$ cat src/irs_pkg.sv
// Package for the I2C master repeated start sequencer.
// Holds timing counts, field widths and reset values shared by the design.
package irs_pkg;
  localparam int IRS_CLK_HZ = 50000000;
  localparam int IRS_BRG_W = 8;
  localparam logic [7:0] IRS_BRG_RELOAD_DEF = 8'h13;
  localparam logic [7:0] IRS_BRG_ZERO = 8'h00;
  localparam logic IRS_LINE_HIGH = 1'b1;
  localparam logic IRS_LINE_LOW = 1'b0;
endpackage : irs_pkg

$ cat src/irs_rstart.sv
// Repeated start sequencer of an I2C master port.
// Assumes SCL and SDA inputs already synchronous to sys_clk, open-drain
// pins resolved outside, and software control bits as plain ports.
// Function
// - A repeat-start request taken while idle drives SCL low.
// - With SCL seen low, the baud generator is loaded and SDA released.
// - On expiry with SDA high, SCL is released.
// - With SCL seen high, the generator reloads; both lines stay high.
// - After that period SDA is driven low for one period, SCL high.
// - Then SCL goes low, the request clears, SDA stays low, no reload.
// - The start-detected bit is set when a start is seen on the lines.
// - The interrupt flag rises only after the final period expires.
// - A request while another bus event runs is ignored.
// - SDA low as SCL rises is a bus collision.
// - SCL low before SDA is driven low is a bus collision.
`timescale 1ns/1ns
`default_nettype none
module irs_rstart
  import irs_pkg::*;
#(
  parameter int BRG_W = IRS_BRG_W
) (
  input wire logic sys_clk,
  input wire logic srst,
  input wire logic [BRG_W-1:0] baud_reload,
  input wire logic repeat_start_request_set,
  input wire logic other_event_busy,
  input wire logic scl_in,
  input wire logic sda_in,
  input wire logic start_seen_clr,
  input wire logic port_irq_flag_clr,
  input wire logic collision_clr,
  output logic scl_out,
  output logic scl_oe,
  output logic sda_out,
  output logic sda_oe,
  output logic repeat_start_request,
  output logic start_seen,
  output logic port_irq_flag,
  output logic bus_collision,
  output logic busy
);
  if (BRG_W < 2) begin : g_bad_width
    $error("irs_rstart: baud width too small");
  end

  typedef enum logic [2:0] {
    S_IDLE,
    S_SCL_LO,
    S_SDA_HI,
    S_SCL_REL,
    S_BOTH_HI,
    S_SDA_LO
  } irs_state_e;

  // Phases in which the sequencer leaves SCL to the pull-up.
  function automatic logic irs_scl_free(input irs_state_e s);
    return s == S_SCL_REL || s == S_BOTH_HI || s == S_SDA_LO;
  endfunction : irs_scl_free

  // Phases in which SDA is left released while the lines are watched.
  function automatic logic irs_sda_free(input irs_state_e s);
    return s == S_SDA_HI || s == S_SCL_REL || s == S_BOTH_HI;
  endfunction : irs_sda_free

  typedef struct packed {
    irs_state_e st;
    logic req;
    logic scl_drv;
    logic sda_drv;
    logic start_seen;
    logic irq;
    logic coll;
    logic scl_prev;
    logic sda_prev;
  } irs_top_s;

  irs_top_s q;
  irs_top_s d;
  logic brg_load;
  logic brg_exp;
  logic coll_ev;

  irs_brg #(.W(BRG_W)) u_brg (
    .sys_clk(sys_clk),
    .srst(srst),
    .load(brg_load),
    .reload(baud_reload),
    .expired(brg_exp)
  );

  // Pins are open-drain: only a low is ever driven.
  assign scl_out = IRS_LINE_LOW;
  assign sda_out = IRS_LINE_LOW;
  assign scl_oe = q.scl_drv;
  assign sda_oe = q.sda_drv;
  assign repeat_start_request = q.req;
  assign start_seen = q.start_seen;
  assign port_irq_flag = q.irq;
  assign bus_collision = q.coll;
  assign busy = (q.st != S_IDLE);

  logic scl_rise;
  logic start_cond;
  assign scl_rise = scl_in && !q.scl_prev;
  assign start_cond = scl_in && q.scl_prev && q.sda_prev && !sda_in;

  always_comb begin
    d = q;
    brg_load = 1'b0;
    coll_ev = 1'b0;
    d.scl_prev = scl_in;
    d.sda_prev = sda_in;
    // Software clears lose to a same-cycle hardware set below.
    if (start_seen_clr) d.start_seen = 1'b0;
    if (port_irq_flag_clr) d.irq = 1'b0;
    if (collision_clr) d.coll = 1'b0;
    if (start_cond) d.start_seen = 1'b1;
    unique case (q.st)
      S_IDLE: begin
        if (repeat_start_request_set && !other_event_busy) begin
          d.req = 1'b1;
          d.scl_drv = 1'b1;
          d.st = S_SCL_LO;
        end
      end
      S_SCL_LO: begin
        if (!scl_in) begin
          brg_load = 1'b1;
          d.sda_drv = 1'b0;
          d.st = S_SDA_HI;
        end
      end
      S_SDA_HI: begin
        if (brg_exp && sda_in) begin
          d.scl_drv = 1'b0;
          d.st = S_SCL_REL;
        end else if (brg_exp) begin
          // SDA held low here would still be low as SCL rises, and the
          // generator has stopped, so waiting would hang the sequence.
          coll_ev = 1'b1;
        end
      end
      S_SCL_REL: begin
        if (scl_rise && !sda_in) begin
          coll_ev = 1'b1;
        end else if (scl_in) begin
          brg_load = 1'b1;
          d.st = S_BOTH_HI;
        end
      end
      S_BOTH_HI: begin
        if (!scl_in) begin
          coll_ev = 1'b1;
        end else if (brg_exp) begin
          d.sda_drv = 1'b1;
          brg_load = 1'b1;
          d.st = S_SDA_LO;
        end
      end
      S_SDA_LO: begin
        // No reload: the expiry of this period is the last one, so the
        // flag rises with it and SDA is simply left held low.
        if (brg_exp) begin
          d.scl_drv = 1'b1;
          d.req = 1'b0;
          d.irq = 1'b1;
          d.st = S_IDLE;
        end
      end
    endcase
    // A lost arbitration frees both lines at once so the winner is not
    // disturbed; this does not depend on the sticky flag being clear.
    if (coll_ev) begin
      d.coll = 1'b1;
      d.scl_drv = 1'b0;
      d.sda_drv = 1'b0;
      d.req = 1'b0;
      d.st = S_IDLE;
    end
  end

  always_ff @(posedge sys_clk) begin
    if (srst) begin
      q <= '{st: S_IDLE, scl_prev: 1'b1, sda_prev: 1'b1, default: 1'b0};
    end else begin
      q <= d;
    end
  end

  // Sequence steps, with one check or more for each rule of the sequencer.
  chk_scl_first: assert property (
    @(posedge sys_clk) disable iff (srst)
    q.st == S_IDLE && repeat_start_request_set && !other_event_busy
    |=> scl_oe && repeat_start_request)
    else $error("SCL not driven on request");

  chk_req_ignored: assert property (
    @(posedge sys_clk) disable iff (srst)
    q.st == S_IDLE && !q.req && other_event_busy |=> !busy)
    else $error("Request taken while busy");

  chk_idle_quiet: assert property (
    @(posedge sys_clk) disable iff (srst)
    q.st == S_IDLE && !(repeat_start_request_set && !other_event_busy)
    |=> $stable(scl_oe) && $stable(sda_oe) && !busy)
    else $error("Lines moved while idle");

  chk_sda_release: assert property (
    @(posedge sys_clk) disable iff (srst)
    q.st == S_SCL_LO && !scl_in |=> !sda_oe && q.st == S_SDA_HI)
    else $error("SDA not released");

  chk_sda_free: assert property (
    @(posedge sys_clk) disable iff (srst)
    irs_sda_free(q.st) |-> !sda_oe)
    else $error("SDA driven while it should be free");

  chk_scl_release: assert property (
    @(posedge sys_clk) disable iff (srst)
    q.st == S_SDA_HI && brg_exp && sda_in |=> !scl_oe)
    else $error("SCL not released");

  chk_scl_free: assert property (
    @(posedge sys_clk) disable iff (srst)
    irs_scl_free(q.st) |-> !scl_oe)
    else $error("SCL driven while it should be free");

  chk_sda_expiry: assert property (
    @(posedge sys_clk) disable iff (srst)
    q.st == S_SDA_HI && brg_exp && !sda_in
    |=> bus_collision && !scl_oe && !sda_oe && !busy)
    else $error("Low SDA at expiry not flagged");

  chk_reload_high: assert property (
    @(posedge sys_clk) disable iff (srst)
    q.st == S_SCL_REL && scl_in && sda_in |-> brg_load)
    else $error("No reload at SCL high");

  chk_sda_low: assert property (
    @(posedge sys_clk) disable iff (srst)
    q.st == S_BOTH_HI && scl_in && brg_exp |=> sda_oe && !scl_oe)
    else $error("SDA not driven low");

  chk_finish: assert property (
    @(posedge sys_clk) disable iff (srst)
    q.st == S_SDA_LO && brg_exp
    |-> !brg_load ##1 (scl_oe && sda_oe && !q.req && !busy))
    else $error("Finish wrong");

  chk_start_seen: assert property (
    @(posedge sys_clk) disable iff (srst)
    start_cond |=> start_seen)
    else $error("Start not flagged");

  chk_irq_late: assert property (
    @(posedge sys_clk) disable iff (srst)
    $rose(port_irq_flag) |-> $past(q.st) == S_SDA_LO && $past(brg_exp))
    else $error("Interrupt too early");

  chk_irq_set: assert property (
    @(posedge sys_clk) disable iff (srst)
    q.st == S_SDA_LO && brg_exp |=> port_irq_flag)
    else $error("Interrupt missing at end");

  chk_irq_hold: assert property (
    @(posedge sys_clk) disable iff (srst)
    port_irq_flag && !port_irq_flag_clr |=> port_irq_flag)
    else $error("Interrupt flag lost");

  chk_coll_rise: assert property (
    @(posedge sys_clk) disable iff (srst)
    q.st == S_SCL_REL && scl_rise && !sda_in
    |=> bus_collision && !scl_oe && !sda_oe && !busy)
    else $error("Rise collision missed");

  chk_coll_low: assert property (
    @(posedge sys_clk) disable iff (srst)
    q.st == S_BOTH_HI && !scl_in |=> bus_collision && !busy)
    else $error("Low SCL collision missed");

  chk_coll_set: assert property (
    @(posedge sys_clk) disable iff (srst)
    coll_ev |=> bus_collision && !repeat_start_request && !busy)
    else $error("Collision not abandoned");

  chk_coll_hold: assert property (
    @(posedge sys_clk) disable iff (srst)
    bus_collision && !collision_clr |=> bus_collision)
    else $error("Collision flag lost");

  chk_coll_idle: assert property (
    @(posedge sys_clk) disable iff (srst)
    $rose(bus_collision) |-> !repeat_start_request)
    else $error("Request kept after collision");

  // Scenarios that the bench is meant to reach.
  cov_done: cover property (@(posedge sys_clk) disable iff (srst)
    $rose(port_irq_flag));

  cov_coll: cover property (@(posedge sys_clk) disable iff (srst)
    $rose(bus_collision));

  cov_ignored: cover property (@(posedge sys_clk) disable iff (srst)
    repeat_start_request_set && other_event_busy && !busy);

  cov_stretch: cover property (@(posedge sys_clk) disable iff (srst)
    irs_scl_free(q.st) && !scl_in);

  cov_sda_fault: cover property (@(posedge sys_clk) disable iff (srst)
    irs_sda_free(q.st) && !sda_in);
endmodule : irs_rstart
`default_nettype wire

$ cat src/irs_brg.sv
// Baud rate generator for the repeated start sequencer.
// Assumes a synchronous active-high reset and a single system clock.
`timescale 1ns/1ns
`default_nettype none
module irs_brg
  import irs_pkg::*;
#(
  parameter int W = IRS_BRG_W
) (
  input wire logic sys_clk,
  input wire logic srst,
  input wire logic load,
  input wire logic [W-1:0] reload,
  output logic expired
);
  if (W < 2) begin : g_bad_width
    $error("irs_brg: width too small");
  end

  typedef struct packed {
    logic [W-1:0] cnt;
    logic run;
  } irs_brg_s;

  irs_brg_s st_q;
  irs_brg_s st_d;

  // The count reaches zero once per baud period after a load.
  always_comb begin
    st_d = st_q;
    expired = st_q.run && (st_q.cnt == '0);
    if (load) begin
      st_d.cnt = reload;
      st_d.run = 1'b1;
    end else if (st_q.run) begin
      if (st_q.cnt == '0) begin
        st_d.run = 1'b0;
      end else begin
        st_d.cnt = st_q.cnt - 1'b1;
      end
    end
  end

  always_ff @(posedge sys_clk) begin
    if (srst) begin
      st_q <= '0;
    end else begin
      st_q <= st_d;
    end
  end
endmodule : irs_brg
`default_nettype wire

$ cat config.mk
export PLATFORM = sky130hd
export DESIGN_NAME = irs_rstart
export DESIGN_NICKNAME = d
export VERILOG_FILES = /design/src/irs_pkg.sv /design/src/irs_rstart.sv /design/src/irs_brg.sv
export SDC_FILE = /design/constraint.sdc
export NUM_CORES = 1
export LEC_CHECK = 0
export BUFFER_PORTS_ARGS = -buffer_cell sky130_fd_sc_hd__clkbuf_2
export CORE_UTILIZATION = 30
export DETAILED_ROUTE_END_ITERATION = 7
export REMOVE_ABC_BUFFERS = 1
export SLEW_MARGIN = 10
export SYNTH_ARGS = -nofsm -noshare
export SYNTH_HDL_FRONTEND = slang
export SYNTH_SLANG_ARGS = --single-unit
export TNS_END_PERCENT = 5
$ cat constraint.sdc
create_clock -name sys_clk -period 3.5 [get_ports sys_clk]
set_input_delay 0.35 -clock sys_clk [delete_from_list [all_inputs] [get_ports sys_clk]]
set_output_delay 0.35 -clock sys_clk [all_outputs]
set_load 0.01 [all_outputs]
# After elaboration in Yosys (flattened, before gate mapping)
# Cells that the tools add are included.
# totals
reg_bits	20
input_bits	17
word_cells	88
out_inout_bits	9
# op_classes
n_mux	36
add_sub_neg	1
n_reduce_logical	26
n_eq_ne	14
# ops
cell	n
$mux W1	19
$mux W3	6
$mux W9	2
$ne A2 B2 Y1 const B	9
$pmux W3 S6	1
$mux W5	2
$reduce_bool A2 Y1	5
$pmux W1 S3	3
$logic_and A1 B1 Y1	8
$logic_not A8 Y1	1
$mux W8	1
$reduce_and A4 Y1	2
$reduce_and A8 Y1	1
$sub A8 B1 Y8 const B	1
$eq A3 B2 Y1 const B	2
$eq A3 B3 Y1 const B	2
$reduce_bool A3 Y1	2
$pmux W1 S2	2
$eq A3 B1 Y1 const B	1
$logic_not A1 Y1	3
$logic_not A3 Y1	1
$reduce_and A3 Y1	1
$reduce_and A2 Y1	1
$reduce_or A2 Y1	1

# Depth between registers and ports, before layout
# Gate-level depths: netlist of the first run.
# logic_depth
word_depth	7
depth_mapped	8
depth_no_buf	7

# Cells and area by module
# A second synthesis of the first run with hierarchy kept.
# hier_totals
cells_unflattened	141
hier_area_um2	1198.6
# modules_own_cells
mod	cells_each	n_inst	area_per_inst_um2
irs_rstart	74	1	639.4
irs_brg	67	1	559.3

# Worst setup path before layout of the first run
# No wires, ideal clock.
# synth_path
path_type	register -> register
start	register u_brg.st_q[1] (netlist bit)
end	register u_brg.st_q[4] (netlist bit)
stages_incl_launch_ff	8
period_less_slack_ns	1.721
required_time_ns	3.372
setup_slack_ns	1.779
setup_time_ns	0.128
t_arrival_ns	1.593
cell_sequence	dfxtp_1 inv_1 ha_1 and4bb_2 nand3_4 a211o_1 a211oi_2 a2111oi_2
# synth_between
elab_chain_len	7
# synth_lines
item	line	source
from (decl)	irs_brg.sv:25	irs_brg_s st_q;
from (signal assigned)	irs_brg.sv:48	st_q <= st_d;
$logic_not A8 Y1	irs_brg.sv:31, irs_brg.sv:36	
$logic_and A1 B1 Y1	irs_brg.sv:31	expired = st_q.run && (st_q.cnt == '0);
$mux W1	irs_rstart.sv:155	end else if (brg_exp) begin
$mux W1	irs_rstart.sv:153	if (!scl_in) begin
$pmux W1 S3	irs_rstart.sv:119	unique case (q.st)
$ne A2 B2 Y1 (no source line) / $reduce_bool A2 Y1 (equally long branches)	-	
$reduce_and A2 Y1 (no source line)	-	
# Parallel ways exist; a longest one is shown, timed or not. The select of a mux whose other input is x is not followed.
# A chain may end at the register's enable or synchronous reset.

# Final worst setup path of the first run
# layout_path
start	register q[8] (netlist bit)
end	register u_brg.st_q[4] (netlist bit)
# layout_between
elab_chain_len	4
# layout_lines
item	line	source
from (decl)	irs_rstart.sv:78	irs_top_s q;
from (signal assigned)	irs_rstart.sv:185	q <= '{st: S_IDLE, scl_prev: 1'b1, sda_prev: 1'b1, default: 1'b0};
from (signal assigned)	irs_rstart.sv:187	q <= d;
$eq A3 B3 Y1, or another cell as far along	irs_rstart.sv:119	
$pmux W1 S3 (*)	irs_rstart.sv:119	
$ne A2 B2 Y1 (no source line) / $reduce_bool A2 Y1 (equally long branches)	-	
$reduce_and A2 Y1 (no source line)	-	
# Mark *: on every way between the ends. The rest lies on a longest branch, timed or not.

==> qor.csv, run 1 <==
stage,metric,value,unit
cells_and_area,post-layout net count,194,
grt,largest net degree at the start of global routing,18,
floorplan,# rows,23,
power,pwr dens,546,mW/mm²
grt,global-route wire length before repair,4620,µm
grt,total track usage,13.4,%
cells_and_area,layout cells sized above 1,24.1,%
routing,DR pass1 iterations,4,
place,DP Wirelength,2020,µm
clock_network,H-Tree Depth,1,
timing,setup TNS,0,ns
synth,post-synthesis instance area,0.00130,mm²
synth,Post-Synthesis Cells,156,
worst_setup_path,Worst path max stage delay,0.68,ns
worst_setup_path,Critical path buffers and inverters,0,
worst_setup_path,CP startpoint kind,register,
flow_run,max-cap viol count,0,
clock_network,total clock sinks,20,
power,Leak Pwr,0.554,nW
synth,Mapped Avg Cell Area,8.34,µm²
floorplan,Starting Density,31.8,%
synth,Post-synth EDFFs,0,
routing,Post-DRT Antenna Nets,0,
worst_setup_path,CP Cell Sequence,"nand2_1, o31a_1, a211o_1, a211oi_2, a2111oi_2",
worst_setup_path,CP endpoint kind,register,
power,VDD IR max,0.000286,V
routing,WL final,2760,µm
floorplan,Die H,67.9,µm
timing,"Hold Vio Cnt, Final",0,
routing,DR vias,1126,
grt,vias in the first global route,1023,
worst_setup_path,CP arrival,2.08,ns
synth,ys async rst share,0,%
routing,DR WL/cell,12.3,µm
run_status,status,finished clean,
worst_setup_path,Worst path top cell family by delay,compound AO/OA/AOI/OAI gates,
timing,Clock Skews,0.00369,ns
clock_network,post_cts resized,0,
routing,DRC,0,
cells_and_area,antenna cell count,0,
synth,most common cell in the netlist,dfxtp_1,
clock_network,TritonCTS clock tree,done,
synth,YS warnings,0,
synth,Unique masters post-synth,54,
clock_network,CTS Buffer Depth,2,
timing,FMAX,0.518,GHz
timing,unrepaired setup endpoints after global routing,false,
synth,synth cell count leaders,"dfxtp_1, nand2_1, nor2_1",
clock_network,total CTS buffers,3,
timing,final-report max-slew violation count,0,
synth,share of the synthesized area in the top cell type,30.8,%
grt,grt ovf,0,
worst_hold_path,Hold Path Class,primary input to register,
timing,final setup vio count,0,
timing,Rel. slew slack,62.8,%
worst_setup_path,maximum fanout along the worst path,16,
clock_network,cts-stage hold buffer count,0,
place,Buffers on Ports,23,
routing,number of DRC markers in iteration 0,99,
floorplan,die extent in x,67.9,µm
worst_setup_path,CP Class,register to register,
synth,Seq cells post-synth,20,
synth,register area share after synthesis,30.8,%
synth,Synth Flop Type,dfxtp_1,
place,GPL Wtd Cong,0.828,
worst_setup_path,WP data required,3.65,ns
routing,Via density,5.03,
floorplan,die area,0.00460,mm²
timing,Tcrit/Tclk final,55.2,%
place,DP Worst Slack,1.61,ns
place,placed instance count,220,
floorplan,Placeable Area,0.00409,mm²
synth,Yosys top cell by area,dfxtp_1,
timing,Slew @ Worst Pin,0.558,ns
timing,Tmin final,1.93,ns
worst_setup_path,Worst path slowest cell,dfxtp_1,
cells_and_area,fin cells,224,
grt,antenna violations before repair,0,
clock_network,post-CTS setup buffers,0,
synth,biggest area contributors in the synthesized netlist,"dfxtp_1, a211oi_1, nand2_1",
clock_network,CTS root buf,clkbuf_8,
clock_network,clk slew on worst S/H paths,0.08,ns
floorplan,I/O pin count,26,
clock_network,worst skew pair latency,0.27,ns
cells_and_area,area growth from synthesis to layout,11.6,%
timing,final worst setup slack,1.57,ns
-- kinds of logic (layout without fill, tap and decap cells) --
logic type,Yosys count,after routing,share of synthesized area (%)
xor+xnor,3,3,2.02
fa+ha+maj,2,2,1.92
mux,2,2,1.54
compound gates,49,49,28.5
buf+inv,20,37,9.42
other cells,1,2,0.288
simple gates,59,59,25.6
flops,20,20,30.8
-- tightest hold or removal path: stages --
cell      delay [ns]
clkbuf_2        0.09
nand2_1         0.05
a21oi_1         0.05
-- final timing paths --
kind | startpoint | endpoint | slack, ns | cells after the start
worst min-delay path | baud_reload[1] | u_brg.st_q[2]$_SDFFE_PP0P_ | 0.32 | 3
worst max-delay path | q[8]$_SDFFE_PP0P_ | u_brg.st_q[4]$_SDFFE_PP0P_ | 1.57 | 5
worst max register to register | q[8]$_SDFFE_PP0P_ | u_brg.st_q[4]$_SDFFE_PP0P_ | 1.57 | 5
worst min register to register | start_seen$_SDFFE_PP0P_ | start_seen$_SDFFE_PP0P_ | 0.48 | 2
-- power breakdown --
group,internal (mW),switching (mW)
Combinational,0.129,0.159
Clock,0.100,0.0825
Sequential,0.262,0.0605
Total,0.491,0.302
-- cell usage in the layout, fill, tap and decap left out, drive strengths merged, types with 2 or more instances in the layout --
| master | Yosys | routed |
|---|---|---|
| clkbuf | 6 | 27 |
| dfxtp | 20 | 20 |
| nor2 | 15 | 15 |
| nand2 | 14 | 14 |
| a21oi | 11 | 11 |
| inv | 10 | 10 |
| a211oi | 9 | 9 |
| nand3 | 6 | 6 |
| o21ai | 6 | 6 |
| nor3b | 4 | 4 |
| nand2b | 3 | 3 |
| nor3 | 3 | 3 |
| nor2b | 3 | 3 |
| nand4 | 3 | 3 |
| a31oi | 3 | 3 |
| o21a | 3 | 3 |
| or3 | 2 | 2 |
| a211o | 2 | 2 |
| xor2 | 2 | 2 |
| o211ai | 2 | 2 |
| mux2i | 2 | 2 |
| ha | 2 | 2 |
| conb | 1 | 2 |
| nor4 | 2 | 2 |
| a32oi | 2 | 2 |
-- state kept, by name, summed over array words and instances, names as in the netlist --
name,count
u_brg.st_q,9
sda_oe,1
q,5
bus_collision,1
scl_oe,1
port_irq_flag,1
repeat_start_request,1
start_seen,1
-- through the flow --
step                hold WS [ns]  utilization (%)  area, µm²  power [mW]
global route               0.317             35.5       1450       0.852
floorplan                  0.419                -       1220       0.543
global placement           0.467             34.2       1400       0.614
CTS                        0.308             35.5       1450       0.798
finish                     0.315             35.5       1450       0.793
detailed placement         0.466             34.2       1400       0.613
-- final cells by class --
class	instances	area, µm²
fill	452	2630
timing repair buffer	23	115
inverter	10	37.5
sequential	20	400
multi-input combinational	117	782
tap	50	62.6
clock buffer	4	55.1
-- layer usage --
layer,share of wire (%),global-route usage (%)
met1,49,17.1
met3,5.2,4.17
met5,0,0
met4,0.29,3.13
met2,45,21.9
Power figures use the tool's default switching activity.
==> run 2: changes to the inputs <==
==> constraint.sdc (replaced) <==
create_clock -name sys_clk -period 1.8 [get_ports sys_clk]
set_input_delay 0.18 -clock sys_clk [delete_from_list [all_inputs] [get_ports sys_clk]]
set_output_delay 0.18 -clock sys_clk [all_outputs]
set_load 0.01 [all_outputs]
==> run 2 against run 1 <==
Utilization rose by 4.4 points. Largest power group is now combinational logic. Routed wire length rose by 11%. Die area did not move. Combinational power rose to 2.7 times the previous value. First-iteration DRC count rose by 51%.
==> qor.csv, run 2 (synthesis gave the netlist of run 1 again) <==
stage,metric,value,unit,change
place,placed instance count,235,,+6.8%
worst_setup_path,crit path from,u_brg.st_q[1]$_SDFFE_PP0P_,,
cells_and_area,antenna cell count,0,,unchanged
power,Sw Pwr,0.648,mW,+110%
worst_setup_path,Worst path slowest cell,a221oi_1,,
timing,unrepaired setup endpoints after global routing,false,,
routing,DR vias,1214,,+7.8%
cells_and_area,area growth from synthesis to layout,25.5,%,
timing,Tmin final,1.73,ns,-0.206 ns
routing,Via density,5.08,,+1.0%
cells_and_area,Largest regs,"u_brg.st_q: 9 flops, q: 5 flops",,
floorplan,Starting Density,31.8,%,unchanged
cells_and_area,Final Cell Area,0.00163,mm²,+12%
place,Area after DPL,0.00151,mm²,+8.1%
cells_and_area,post-layout net count,209,,+7.7%
power,Gate power share,42.3,%,+6.0 points
floorplan,Placeable Area,0.00409,mm²,unchanged
cells_and_area,fin cells,239,,+6.7%
worst_setup_path,CP startpoint kind,register,,
timing,Tcrit/Tclk final,95.8,%,+41 points
cells_and_area,# fillers,431,,-4.6%
timing,"Hold Vio Cnt, Final",0,,unchanged
timing,setup TNS,0,ns,unchanged
routing,DR pass1 iterations,4,,unchanged
power,VDD IR max,0.000609,V,+110%
power,pwr dens,1110,mW/mm²,+100%
worst_hold_path,Hold Path Class,primary input to register,,
worst_setup_path,Worst R2R Start,u_brg.st_q[1]$_SDFFE_PP0P_,,
routing,WL final,3060,µm,+11%
cells_and_area,"most common cell after layout, fill and taps aside",clkbuf_2,,
run_status,status,finished clean,,
clock_network,total clock sinks,20,,unchanged
floorplan,# rows,23,,unchanged
worst_setup_path,CP Cell Sequence,"inv_1, ha_2, and4bb_4, nand3_1, a22oi_1, o211ai_1, a221oi_1",,
worst_hold_path,Hold Crit Start,baud_reload[1],,
clock_network,H-Tree Depth,1,,unchanged
worst_setup_path,worst reg-to-reg setup slack,0.07,ns,-1.49 ns
power,Leak Pwr,0.644,nW,+16%
place,GPL Wtd Cong,0.821,,-0.86%
clock_network,cts-stage hold buffer count,0,,unchanged
routing,number of DRC markers in iteration 0,149,,+51%
flow_run,max-cap viol count,0,,unchanged
worst_setup_path,CP endpoint kind,register,,
grt,total track usage,14.7,%,+1.3 points
power,Clk pwr share,25.3,%,+2.2 points
power,sw frac,35.8,%,-2.3 points
cells_and_area,layout cells sized above 1,33.3,%,+9.2 points
clock_network,clk slew on worst S/H paths,0.08,ns,about the same
power,part of the power in registers,32.4,%,-8.2 points
routing,DRC,0,,unchanged
cells_and_area,"commonest non-fill, non-tap cells in the layout","clkbuf_2, dfxtp_1, buf_4",,
worst_setup_path,Worst path max stage delay,0.36,ns,-0.32 ns
timing,FMAX,0.580,GHz,+12%
floorplan,Die H,67.9,µm,unchanged
routing,DR WL/cell,12.8,µm,+4.1%
timing,final setup vio count,0,,unchanged
cells_and_area,max FFs per register,9,,unchanged
floorplan,die area,0.00460,mm²,unchanged
place,DP Wirelength,2310,µm,+14%
cells_and_area,"Most flops, register",u_brg.st_q,,
clock_network,worst skew pair latency,0.27,ns,about the same
clock_network,TritonCTS clock tree,done,,
clock_network,post-CTS setup buffers,0,,unchanged
worst_setup_path,maximum fanout along the worst path,5,,-11
worst_setup_path,CP arrival,1.88,ns,-0.20 ns
grt,global-route wire length before repair,5100,µm,+10%
timing,Clock Skews,0.00959,ns,+0.00590 ns
clock_network,CTS root buf,clkbuf_8,,
clock_network,CTS Buffer Depth,2,,unchanged
worst_setup_path,WP data required,1.96,ns,-1.69 ns
grt,vias in the first global route,1101,,+7.6%
place,Buffers on Ports,23,,unchanged
routing,Post-DRT Antenna Nets,0,,unchanged
grt,grt ovf,0,,unchanged
clock_network,total CTS buffers,3,,unchanged
worst_setup_path,CP Class,register to register,,
floorplan,I/O pin count,26,,unchanged
grt,largest net degree at the start of global routing,14,,-4
timing,final worst setup slack,0.0749,ns,-1.49 ns
place,DP Worst Slack,0.0231,ns,-1.59 ns
floorplan,die extent in x,67.9,µm,unchanged
timing,final-report max-slew violation count,0,,unchanged
grt,antenna violations before repair,0,,unchanged
power,P_int,1.16,mW,+140%
[run 2: changes by cell type in the layout (fill, tap and decap cells not counted), sizes merged]
cell / change
buf: +15
clkbuf: -1
bufinv: +1
[run 2: path summary, 6_finish.rpt]
kind / endpoint / cells past startpoint
hold reg to reg: start_seen$_SDFFE_PP0P_ / 2
hold / removal: u_brg.st_q[2]$_SDFFE_PP0P_ / 3
setup / recovery: q[8]$_SDFFE_PP0P_ / 7
setup reg to reg: q[8]$_SDFFE_PP0P_ / 7
[run 2: layout make-up]
| class | instances | area [µm²] | area share [%] |
|---|---|---|---|
| inverters | 10 | 37.5 | 2.30 |
| multi-input cells | 117 | 832 | 51.0 |
| clock inverters | 1 | 30.0 | 1.84 |
| flip-flops and latches | 20 | 402 | 24.6 |
| clock buffers | 3 | 41.3 | 2.53 |
| well taps | 50 | 62.6 | 3.83 |
| repair buffers | 38 | 228 | 13.9 |
[run 2: power groups by stage]
stage	sequential, mW	combinational [mW]	clock [mW]
after floorplan	0.612	0.443	0
after global placement	0.589	0.709	0
after detailed placement	0.590	0.710	0
after CTS	0.581	0.717	0.471
after global routing	0.593	0.857	0.485
final	0.586	0.765	0.458
[run 2: per-stage QoR]
| step | hold slack (ns) | power [mW] | utilization (%) |
|---|---|---|---|
| floorplan | 0.249 | 1.06 | - |
| global placement | 0.437 | 1.30 | 37.0 |
| finish | 0.140 | 1.81 | 40.0 |
| CTS | 0.139 | 1.77 | 38.8 |
| global route | 0.172 | 1.94 | 40.0 |
| detailed placement | 0.418 | 1.30 | 37.0 |
[run 2: timing repair]
| action | 4_1_cts | 5_1_grt |
|---|---|---|
| pin swaps | 0 | 4 |
| setup endpoints to repair | 1 | 9 |
| gates resized for setup | 1 | 9 |
[run 2: worst max-delay path, delay by kind of cell, from the launching register on]
kind	cells	cell delay, ns
buffers and inverters	1	0.08
adder cells (fa/ha/maj)	1	0.20
AO/OA/AOI/OAI	3	0.64
flip-flops	1	0.31
AND/OR/NAND/NOR	2	0.38
[run 2: layer usage]
metal	track usage [%]	part of all wire, %	vias up
met3	4.17	5.6	2
li1	-	-	629
met5	0	0	-
met1	18.9	46	543
met2	24.1	47	40
met4	3.13	0.69	0
==> run 3: changes to the inputs <==
--- a/config.mk
+++ b/config.mk
@@ -8,6 +8,7 @@
 export BUFFER_PORTS_ARGS = -buffer_cell sky130_fd_sc_hd__clkbuf_2
 export CORE_UTILIZATION = 30
 export DETAILED_ROUTE_END_ITERATION = 7
+export RECOVER_POWER = 25
 export REMOVE_ABC_BUFFERS = 1
 export SLEW_MARGIN = 10
 export SYNTH_ARGS = -nofsm -noshare
==> run 3 against run 2 <==
Total power hardly changed. Sequential power hardly changed. Global-route usage stayed put. Utilization is 0.092 points lower. Via count stayed put. Largest cell class unchanged.
==> qor.csv, run 3 (synthesis gave the netlist of run 1 again) <==
stage,metric,value,unit,change
grt,global-route wire length before repair,5100,µm,unchanged
clock_network,TritonCTS clock tree,done,,
clock_network,cts-stage hold buffer count,0,,unchanged
timing,final-report max-slew violation count,0,,unchanged
run_status,status,finished clean,,
clock_network,H-Tree Depth,1,,unchanged
clock_network,worst skew pair latency,0.27,ns,about the same
power,pwr dens,1110,mW/mm²,+0.18%
routing,metal3 WL,173,µm,+1.8%
cells_and_area,fin cells,239,,unchanged
routing,Via density,5.08,,unchanged
timing,Tmin final,1.73,ns,unchanged
cells_and_area,multi-input logic area,832,µm²,unchanged
worst_setup_path,maximum fanout along the worst path,5,,unchanged
floorplan,Starting Density,31.8,%,unchanged
cells_and_area,Reg area,402,µm²,unchanged
worst_setup_path,R2R depth,7,,unchanged
grt,total track usage,14.7,%,unchanged
routing,top sig layer,met4,,
timing,final setup vio count,0,,unchanged
worst_setup_path,CP Class,register to register,,
cells_and_area,final core occ,39.9,%,-0.092 points
place,placed instance count,235,,unchanged
worst_hold_path,Hold Path Depth,3,,unchanged
power,Leak Pwr,0.633,nW,-1.6%
worst_setup_path,CP startpoint kind,register,,
power,VDD IR max,0.000609,V,about the same
cells_and_area,# fillers,433,,+0.46%
routing,DR WL/cell,12.8,µm,+0.13%
place,Buffers on Ports,23,,unchanged
clock_network,total clock sinks,20,,unchanged
timing,Tcrit/Tclk final,95.8,%,unchanged
cells_and_area,antenna cell count,0,,unchanged
cells_and_area,max FFs per register,9,,unchanged
clock_network,total CTS buffers,3,,unchanged
floorplan,Placeable Area,0.00409,mm²,unchanged
cells_and_area,area growth from synthesis to layout,25.2,%,
cells_and_area,"most common cell after layout, fill and taps aside",clkbuf_2,,
place,Area after DPL,0.00151,mm²,unchanged
routing,DR vias,1214,,unchanged
timing,unrepaired setup endpoints after global routing,false,,
timing,FMAX,0.580,GHz,unchanged
cells_and_area,Final Cell Area,0.00163,mm²,-0.23%
cells_and_area,layout cells sized above 1,31.7,%,-1.6 points
flow_run,max-cap viol count,0,,unchanged
routing,DR pass1 iterations,4,,unchanged
worst_hold_path,Hold Path Class,primary input to register,,
floorplan,die area,0.00460,mm²,unchanged
routing,Post-DRT Antenna Nets,0,,unchanged
routing,WL met1,1420,µm,+0.14%
floorplan,die extent in x,67.9,µm,unchanged
timing,final worst setup slack,0.0749,ns,unchanged
power,PnR Total Power,1.81,mW,about the same
clock_network,CTS Buffer Depth,2,,unchanged
worst_setup_path,CP endpoint kind,register,,
place,DP Wirelength,2310,µm,unchanged
routing,routed wl met2,1450,µm,unchanged
grt,vias in the first global route,1101,,unchanged
cells_and_area,Largest regs,"u_brg.st_q: 9 flops, q: 5 flops",,
floorplan,# rows,23,,unchanged
routing,number of DRC markers in iteration 0,149,,unchanged
cells_and_area,"Most flops, register",u_brg.st_q,,
place,DP Worst Slack,0.0231,ns,unchanged
worst_setup_path,CP arrival,1.88,ns,about the same
grt,antenna violations before repair,0,,unchanged
timing,hold slack,0.140,ns,unchanged
timing,Clock Skews,0.00959,ns,unchanged
grt,largest net degree at the start of global routing,14,,unchanged
timing,"Hold Vio Cnt, Final",0,,unchanged
clock_network,clk slew on worst S/H paths,0.08,ns,about the same
cells_and_area,post-layout net count,209,,unchanged
floorplan,I/O pin count,26,,unchanged
routing,WL final,3070,µm,+0.13%
routing,DRC,0,,unchanged
floorplan,Die H,67.9,µm,unchanged
place,GPL Wtd Cong,0.821,,unchanged
timing,setup TNS,0,ns,unchanged
cells_and_area,"commonest non-fill, non-tap cells in the layout","clkbuf_2, dfxtp_1, buf_4",,
worst_setup_path,WP data required,1.96,ns,about the same
grt,grt ovf,0,,unchanged
clock_network,CTS root buf,clkbuf_8,,
-- run 3: changes by cell type in the layout (fill, tap and decap cells not counted) --
| cell | delta |
|---|---|
| clkbuf_1 | +3 |
| clkbuf_2 | -3 |
-- run 3: cell type report --
type | instances | share of cell area (%)
Clock buffer | 3 | 2.53
Clock inverter | 1 | 1.84
Inverter | 10 | 2.30
Multi-Input combinational cell | 117 | 51.1
Sequential cell | 20 | 24.7
Tap cell | 50 | 3.84
Timing Repair Buffer | 38 | 13.7
-- run 3: path summary, 6_finish.rpt --
path         slack, ns                          to                  startpoint
max               0.07           q[8]$_SDFFE_PP0P_  u_brg.st_q[1]$_SDFFE_PP0P_
min               0.14  u_brg.st_q[2]$_SDFFE_PP0P_              baud_reload[1]
max reg2reg       0.07           q[8]$_SDFFE_PP0P_  u_brg.st_q[1]$_SDFFE_PP0P_
min reg2reg       0.48     start_seen$_SDFFE_PP0P_     start_seen$_SDFFE_PP0P_
-- run 3: worst max-delay path, cell delays in order, from the launching register on --
cell and delay, ns:
dfxtp_1 0.31, inv_1 0.08, ha_2 0.20, and4bb_4 0.29, nand3_1 0.09, a22oi_1 0.17, o211ai_1 0.11, a221oi_1 0.36
-- run 3: what timing repair did --
item / CTS / global route
resized for setup: 1 / 9
buffers inserted: 0 / 0
endpoints found under the setup margin: 1 / 9
pin swaps: 0 / 4
-- run 3: where the power goes --
part / internal [mW] / switching, mW
clock network: 0.297 / 0.161
logic: 0.353 / 0.411
registers: 0.510 / 0.0759
total: 1.16 / 0.648
-- run 3: per-layer routing --
| metal | up-vias | track usage, % |
|---|---|---|
| met5 | - | 0 |
| met3 | 2 | 4.17 |
| met2 | 40 | 24.1 |
| met4 | 0 | 3.13 |
| li1 | 629 | - |
| met1 | 543 | 18.9 |
